$ cat config.mk
export PLATFORM = sky130hd
export DESIGN_NAME = dual_parallel_port_adapter
export DESIGN_NICKNAME = d
export VERILOG_FILES = /design/src/hw/dual_parallel_port_pkg.sv /design/src/hw/dual_parallel_port_adapter.sv
export SDC_FILE = /design/constraint.sdc
export NUM_CORES = 1
export LEC_CHECK = 0
export BUFFER_PORTS_ARGS = -buffer_cell sky130_fd_sc_hd__buf_2
export CORE_MARGIN = 1.5
export CORE_UTILIZATION = 55
export CTS_CLUSTER_DIAMETER = 200
export DETAILED_ROUTE_END_ITERATION = 16
export PLACE_DENSITY = 0.8
export SKIP_CTS_REPAIR_TIMING = 1
export SYNTH_ARGS = -nofsm -noshare
export SYNTH_HDL_FRONTEND = slang
export SYNTH_SLANG_ARGS = --single-unit
$ cat constraint.sdc
create_clock -name clk -period 2.52 [get_ports clk]
set_input_delay 0.126 -clock clk [delete_from_list [all_inputs] [get_ports clk]]
set_output_delay 0.126 -clock clk [all_outputs]
set_load 0.02 [all_outputs]
$ cat src/hw/dual_parallel_port_pkg.sv
package dual_parallel_port_pkg;

    // Register-select codes, {reg_select_high, reg_select_low}
    localparam logic [1:0] SEL_SIDE_A_DATA = 2'h0;
    localparam logic [1:0] SEL_SIDE_A_CTL = 2'h1;
    localparam logic [1:0] SEL_SIDE_B_DATA = 2'h2;
    localparam logic [1:0] SEL_SIDE_B_CTL = 2'h3;

    // Control register field positions
    localparam int BIT_LINE1_IRQ_EN = 0;
    localparam int BIT_LINE1_RISING = 1;
    localparam int BIT_ACCESS_SELECT = 2;
    localparam int BIT_LINE2_CTL_LO = 3;
    localparam int BIT_LINE2_CTL_HI = 4;
    localparam int BIT_LINE2_DIRECTION = 5;
    localparam int BIT_LINE2_FLAG = 6;
    localparam int BIT_LINE1_FLAG = 7;
    localparam int CTL_WRITABLE_MSB = 5;

    // Side indices
    localparam int SIDE_A = 0;
    localparam int SIDE_B = 1;
    localparam int NUM_SIDES = 2;

    localparam logic [7:0] CTL_RESET = 8'h00;
    localparam logic [7:0] DDR_RESET = 8'h00;
    localparam logic [7:0] OUT_RESET = 8'h00;

endpackage

$ cat src/hw/dual_parallel_port_adapter.sv
module dual_parallel_port_adapter #(
    parameter int WIDTH = 8
) (
    // Clock and reset
    input wire logic clk,
    input wire logic rst,
    // Processor bus
    input wire logic enable,
    input wire logic readWrite,
    input wire logic chipSelectFirst,
    input wire logic chipSelectSecond,
    input wire logic chipSelectThirdN,
    input wire logic regSelectLow,
    input wire logic regSelectHigh,
    input wire logic [WIDTH-1:0] dataIn,
    output logic [WIDTH-1:0] dataOut,
    output logic dataOeN,
    // Side A peripheral
    input wire logic [WIDTH-1:0] sideAPortIn,
    output logic [WIDTH-1:0] sideAPortOut,
    output logic [WIDTH-1:0] sideAPortOeN,
    input wire logic sideAEventIn,
    input wire logic sideAControlIn,
    output logic sideAControlOut,
    output logic sideAControlOeN,
    output logic sideAIrqN,
    // Side B peripheral
    input wire logic [WIDTH-1:0] sideBPortIn,
    output logic [WIDTH-1:0] sideBPortOut,
    output logic [WIDTH-1:0] sideBPortOeN,
    input wire logic sideBEventIn,
    input wire logic sideBControlIn,
    output logic sideBControlOut,
    output logic sideBControlOeN,
    output logic sideBIrqN
);

    localparam int NS = dual_parallel_port_pkg::NUM_SIDES;

    typedef struct packed {
        logic enPrev;
        logic selLatch;
        logic [1:0] rsLatch;
        logic rwLatch;
        logic [WIDTH-1:0] dataLatch;
        logic [NS-1:0][7:0] ctl;
        logic [NS-1:0][WIDTH-1:0] ddr;
        logic [NS-1:0][WIDTH-1:0] outReg;
        logic [NS-1:0][WIDTH-1:0] portOeN;
        logic [NS-1:0] ev1Prev;
        logic [NS-1:0] ev2Prev;
        logic [NS-1:0] arm;
        logic [NS-1:0] line2Out;
        logic [NS-1:0] line2OeN;
        logic [NS-1:0] irqN;
        logic [WIDTH-1:0] readData;
        logic readOeN;
    } state_t;

    localparam state_t RESET_STATE = '{
        ctl: {NS{dual_parallel_port_pkg::CTL_RESET}},
        ddr: {NS{dual_parallel_port_pkg::DDR_RESET}},
        outReg: {NS{dual_parallel_port_pkg::OUT_RESET}},
        portOeN: '1,
        line2Out: '1,
        line2OeN: '1,
        irqN: '1,
        readOeN: 1'b1,
        default: '0
    };

    state_t state_ff;
    state_t nxt_state;

    logic fall;
    logic chipSel;
    logic [1:0] rs;
    logic [NS-1:0][WIDTH-1:0] pinIn;
    logic [NS-1:0] eventIn;
    logic [NS-1:0] line2In;
    logic [NS-1:0] act1;
    logic [NS-1:0] act2;
    logic [NS-1:0] rdData;
    logic [NS-1:0] wrData;
    logic [NS-1:0] wrCtl;
    logic [7:0] c;
    logic [7:0] nc;
    logic side;

    always_comb begin
        nxt_state = state_ff;
        fall = state_ff.enPrev & ~enable;
        chipSel = chipSelectFirst & chipSelectSecond & ~chipSelectThirdN;
        rs = {regSelectHigh, regSelectLow};
        pinIn[dual_parallel_port_pkg::SIDE_A] = sideAPortIn;
        pinIn[dual_parallel_port_pkg::SIDE_B] = sideBPortIn;
        eventIn = {sideBEventIn, sideAEventIn};
        line2In = {sideBControlIn, sideAControlIn};
        nxt_state.enPrev = enable;
        // Selects held through the pulse, so the last high cycle is used at the trailing edge
        if (enable) begin
            nxt_state.selLatch = chipSel;
            nxt_state.rsLatch = rs;
            nxt_state.rwLatch = readWrite;
            nxt_state.dataLatch = dataIn;
        end
        for (int i = 0; i < NS; i++) begin
            c = state_ff.ctl[i];
            nc = c;
            act1[i] = c[dual_parallel_port_pkg::BIT_LINE1_RISING] ? (eventIn[i] & ~state_ff.ev1Prev[i])
                                                                  : (~eventIn[i] & state_ff.ev1Prev[i]);
            act2[i] = ~c[dual_parallel_port_pkg::BIT_LINE2_DIRECTION] &
                (c[dual_parallel_port_pkg::BIT_LINE2_CTL_HI] ? (line2In[i] & ~state_ff.ev2Prev[i])
                                                             : (~line2In[i] & state_ff.ev2Prev[i]));
            nxt_state.ev1Prev[i] = eventIn[i];
            nxt_state.ev2Prev[i] = line2In[i];
            rdData[i] = fall & state_ff.selLatch & state_ff.rwLatch & c[dual_parallel_port_pkg::BIT_ACCESS_SELECT]
                & (state_ff.rsLatch == {i[0], 1'b0});
            wrData[i] = fall & state_ff.selLatch & ~state_ff.rwLatch & (state_ff.rsLatch == {i[0], 1'b0});
            wrCtl[i] = fall & state_ff.selLatch & ~state_ff.rwLatch & (state_ff.rsLatch == {i[0], 1'b1});
            // Re-arm only on a deselected enable pulse
            if (enable & ~chipSel) begin
                nxt_state.arm[i] = 1'b1;
            end
            if (rdData[i]) begin
                nxt_state.arm[i] = 1'b0;
            end
            // Set beats a simultaneous clear
            nc[dual_parallel_port_pkg::BIT_LINE1_FLAG] = (act1[i] & state_ff.arm[i])
                | (c[dual_parallel_port_pkg::BIT_LINE1_FLAG] & ~rdData[i]);
            nc[dual_parallel_port_pkg::BIT_LINE2_FLAG] = (act2[i] & state_ff.arm[i])
                | (c[dual_parallel_port_pkg::BIT_LINE2_FLAG] & ~rdData[i]);
            if (wrCtl[i]) begin
                nc[dual_parallel_port_pkg::CTL_WRITABLE_MSB:0] =
                    state_ff.dataLatch[dual_parallel_port_pkg::CTL_WRITABLE_MSB:0];
            end
            if (wrData[i]) begin
                if (c[dual_parallel_port_pkg::BIT_ACCESS_SELECT]) begin
                    nxt_state.outReg[i] = state_ff.dataLatch;
                end else begin
                    nxt_state.ddr[i] = state_ff.dataLatch;
                end
            end
            // Second line output: manual level, or handshake/pulse on a side access
            // New control word, so level and drive enable move on the same edge
            if (nc[dual_parallel_port_pkg::BIT_LINE2_DIRECTION]) begin
                if (nc[dual_parallel_port_pkg::BIT_LINE2_CTL_HI]) begin
                    nxt_state.line2Out[i] = nc[dual_parallel_port_pkg::BIT_LINE2_CTL_LO];
                end else if ((i == dual_parallel_port_pkg::SIDE_A) ? rdData[i] : wrData[i]) begin
                    nxt_state.line2Out[i] = 1'b0;
                end else if (~c[dual_parallel_port_pkg::BIT_LINE2_CTL_LO] & act1[i]) begin
                    nxt_state.line2Out[i] = 1'b1;
                end else if (c[dual_parallel_port_pkg::BIT_LINE2_CTL_LO] & fall) begin
                    nxt_state.line2Out[i] = 1'b1;
                end
            end else begin
                nxt_state.line2Out[i] = 1'b1;
            end
            nxt_state.ctl[i] = nc;
            nxt_state.line2OeN[i] = ~nc[dual_parallel_port_pkg::BIT_LINE2_DIRECTION];
            nxt_state.portOeN[i] = ~nxt_state.ddr[i];
            nxt_state.irqN[i] = ~((nc[dual_parallel_port_pkg::BIT_LINE1_FLAG]
                                  & nc[dual_parallel_port_pkg::BIT_LINE1_IRQ_EN])
                                 | (nc[dual_parallel_port_pkg::BIT_LINE2_FLAG]
                                  & nc[dual_parallel_port_pkg::BIT_LINE2_CTL_LO]));
        end
        // Read path drives the bus only while selected for read inside the pulse
        side = rs[1];
        if (enable & chipSel & readWrite) begin
            nxt_state.readOeN = 1'b0;
            unique case (rs)
                dual_parallel_port_pkg::SEL_SIDE_A_CTL,
                dual_parallel_port_pkg::SEL_SIDE_B_CTL: begin
                    nxt_state.readData = state_ff.ctl[side];
                end
                dual_parallel_port_pkg::SEL_SIDE_A_DATA: begin
                    nxt_state.readData = state_ff.ctl[side][dual_parallel_port_pkg::BIT_ACCESS_SELECT]
                        ? pinIn[side] : state_ff.ddr[side];
                end
                dual_parallel_port_pkg::SEL_SIDE_B_DATA: begin
                    nxt_state.readData = state_ff.ctl[side][dual_parallel_port_pkg::BIT_ACCESS_SELECT]
                        ? ((state_ff.ddr[side] & state_ff.outReg[side]) | (~state_ff.ddr[side] & pinIn[side]))
                        : state_ff.ddr[side];
                end
            endcase
        end else begin
            nxt_state.readOeN = 1'b1;
        end
    end

    always_ff @(posedge clk) begin
        if (rst) begin
            state_ff <= RESET_STATE;
        end else begin
            state_ff <= nxt_state;
        end
    end

    assign dataOut = state_ff.readData;
    assign dataOeN = state_ff.readOeN;
    assign sideAPortOut = state_ff.outReg[dual_parallel_port_pkg::SIDE_A];
    assign sideAPortOeN = state_ff.portOeN[dual_parallel_port_pkg::SIDE_A];
    assign sideAControlOut = state_ff.line2Out[dual_parallel_port_pkg::SIDE_A];
    assign sideAControlOeN = state_ff.line2OeN[dual_parallel_port_pkg::SIDE_A];
    assign sideAIrqN = state_ff.irqN[dual_parallel_port_pkg::SIDE_A];
    assign sideBPortOut = state_ff.outReg[dual_parallel_port_pkg::SIDE_B];
    assign sideBPortOeN = state_ff.portOeN[dual_parallel_port_pkg::SIDE_B];
    assign sideBControlOut = state_ff.line2Out[dual_parallel_port_pkg::SIDE_B];
    assign sideBControlOeN = state_ff.line2OeN[dual_parallel_port_pkg::SIDE_B];
    assign sideBIrqN = state_ff.irqN[dual_parallel_port_pkg::SIDE_B];

endmodule // dual_parallel_port_adapter

==> reports/metrics.cfg <==
[run_status]
status=finished with violations
violations=hold timing

[clock_network]
htreeDepth=3
clk_latency_ns=0.36
clkSinkCount=98
cts_tree=yes
cts.clk_slew.worst_paths_ns=0.09
cts_inserted_buffers=9
cts_max_path_buffers=2
cts-root-buf=clkbuf_8

[synthesis]
synth_area_sq_um=4280
synth_nets=481
ys_types=46
ys_ff_latch=98
ys_top_cells_by_count=dfxtp_1 (98), nor2_1 (68), mux2i_1 (54)
synth-edff-count=0
synth.area.top_cells=dfxtp_1 (46%), mux2i_1 (13%), buf_4 (7.2%)
synth_most_common_cell=dfxtp_1
postSynthAreaPerCell_sq_um=9.64
synth_warnings=0
synth.top_cell.area_share_pct=45.8
yosysTopAreaCell=dfxtp_1
async_flop_share_pct=0
ys.flop_type=dfxtp_1
syn-instance-count=444
seq_area_frac_synth_pct=45.8

[setup_path]
cp-end-kind=flop
cp-start-kind=flop
slowest_delay_ns=0.49
worstPathRequired_ns=2.77
worstReg2RegStart=state_ff[94]
worstPathMaxFanout=8
ff2ff_setup_slack_ns=0.69
ff2ff_path_depth=4
worst-setup-path-type=reg2reg
slowest_stage=and3_1
r2r_end=sideBControlOut
cp.arrival_ns=2.08
cp_cell_sequence=nor2b_1, and3_1, nand2_1, a221o_1

[grt]
grt_pass1_wl_um=15500
grt_use_total_pct=23.8
antenna_found_initial=0
grt_remaining_overflow=0
grt_start_max_net_pins=51
grt_pass1_vias=3127

[timing]
slew_headroom_pct=47.9
fin_crit_sh_pct=72.6
min_period_ns=1.83
hold_violations=2
setup_ws_ns=0.691
setup_tns_ns=0
max_freq_mhz=547
slew_viol_final=0
hold_ws_ns=-0.00616
tightest_slew_ns=0.781
setup_viol=0
grt_setup_unrepaired=no
fin_worst_skew_ns=0.00961

[drt]
dr.pass1.iters=4
vias_per_cell=5.46
num_vias=3164
drc=0
wl_um=9590
drtIter0Drc=228
drt-wirelength-per-cell_um=16.5
ant_nets=0

[cells_and_area]
register_area_sq_um=1960
syn2layout_area_growth_pct=8.57
final_nets=513
finalNonFillerCells=580
fin_area_sq_um=4650
fillCellCount=625
drive_gt1_share_pct=24.9
multi_input_area_sq_um=1860
insertedDiodeCount=0

[die]
rows=31
die_y_um=91.2
num_io_pins=84
coreArea_sq_um=7410
dieArea_sq_um=8320
initial_core_util_pct=57.8
die_x_um=91.2

[run]
cap_violations=0

[min_path]
hp-start=dataIn[3]
whs_path_depth=3
min_to=state_ff[88]
worstHoldPathType=in2reg

[placed_design]
placedCellCount=564
gp_congestion=0.869
place_hpwl_um=6660
place_area_sq_um=4420
dp_worst_setup_slack_ns=0.779
port_buffers=83

[power]
p_leak_nw=2.00
cellPowerDensity_nw_per_um2=619
ir_worst_vdd_mv=0.350

-- sequential cells by signal, summed over array words and instances (netlist names) --
register	count
sideBPortOeN	8
sideBIrqN	1
sideAPortOut	8
dataOeN	1
sideAControlOeN	1
dataOut	8
sideBControlOeN	1
sideAIrqN	1
sideAControlOut	1
sideBControlOut	1
c	8
sideBPortOut	8
state_ff	43
sideAPortOeN	8
-- metrics by stage --
step / total power, mW / utilization [%]
2_1_floorplan: 1.72 / -
3_3_place_gp: 1.78 / 59.6
3_5_place_dp: 1.78 / 59.6
4_1_cts: 2.89 / 62.7
5_1_grt: 2.97 / 62.7
6_report: 2.88 / 62.7
-- worst max-delay path: cells and delay by family (launching register included) --
| family | cells | cell delay (ns) |
|---|---|---|
| AO/OA/AOI/OAI | 1 | 0.35 |
| flip-flops | 1 | 0.44 |
| AND/OR/NAND/NOR | 3 | 0.92 |
-- layout by cell type (no fill, tap or decap), types with 8 or more instances in the layout --
cell,Yosys,final
or2_1,17,17
nor2b_1,13,13
and3b_1,8,8
inv_1,8,8
nor2_1,68,68
a21oi_1,13,13
nand2_1,17,17
clkbuf_8,0,10
buf_2,9,83
mux2_2,12,12
dfxtp_1,98,98
mux2i_1,54,54
-- cells by family (layout without fill, tap and decap cells) --
family	Yosys count	in the layout	synth area share, %
muxes	66	66	15.8
buffers and inverters	73	110	10.8
DFF	98	98	45.8
AOI/OAI and AO/OA	60	60	9.65
and+or+nand+nor	147	147	17.9
-- worst max path at each step --
stage	startpoint	depth (start not counted)	to	slack, ns
after floorplan	state_ff[93]	5	sideBControlOut	1.07
after global placement	enable	5	sideBControlOut	0.83
after detailed placement	state_ff[96]	4	sideAPortOeN[6]	0.78
after CTS	state_ff[94]	4	sideBControlOut	0.72
after global routing	state_ff[94]	4	sideBControlOut	0.59
final	state_ff[94]	4	sideBControlOut	0.69
-- area by class of cell --
type | count | share of cell area [%]
Clock buffer | 10 | 2.96
Clock inverter | 6 | 1.94
Inverter | 9 | 0.727
Multi-Input combinational cell | 273 | 39.9
Sequential cell | 98 | 42.2
Tap cell | 99 | 2.67
Timing Repair Buffer | 85 | 9.53
-- per-layer routing --
| layer | up-vias | global-route usage (%) | part of all wire (%) |
|---|---|---|---|
| li1 | 1536 | - | - |
| met1 | 1510 | 31.7 | 45 |
| met2 | 105 | 37.8 | 45 |
| met3 | 13 | 4.61 | 8.1 |
| met4 | 0 | 9.64 | 1.7 |
| met5 | - | 0 | 0 |
-- power breakdown --
part | internal, mW | switching, mW | leakage, nW | total [mW]
clock | 0.585 | 0.542 | 0.101 | 1.13
combinational | 0.0607 | 0.0846 | 1.11 | 0.145
sequential | 1.57 | 0.0347 | 0.795 | 1.60
total | 2.22 | 0.661 | 2.00 | 2.88
No activity file was read; power rests on OpenSTA's default activity.
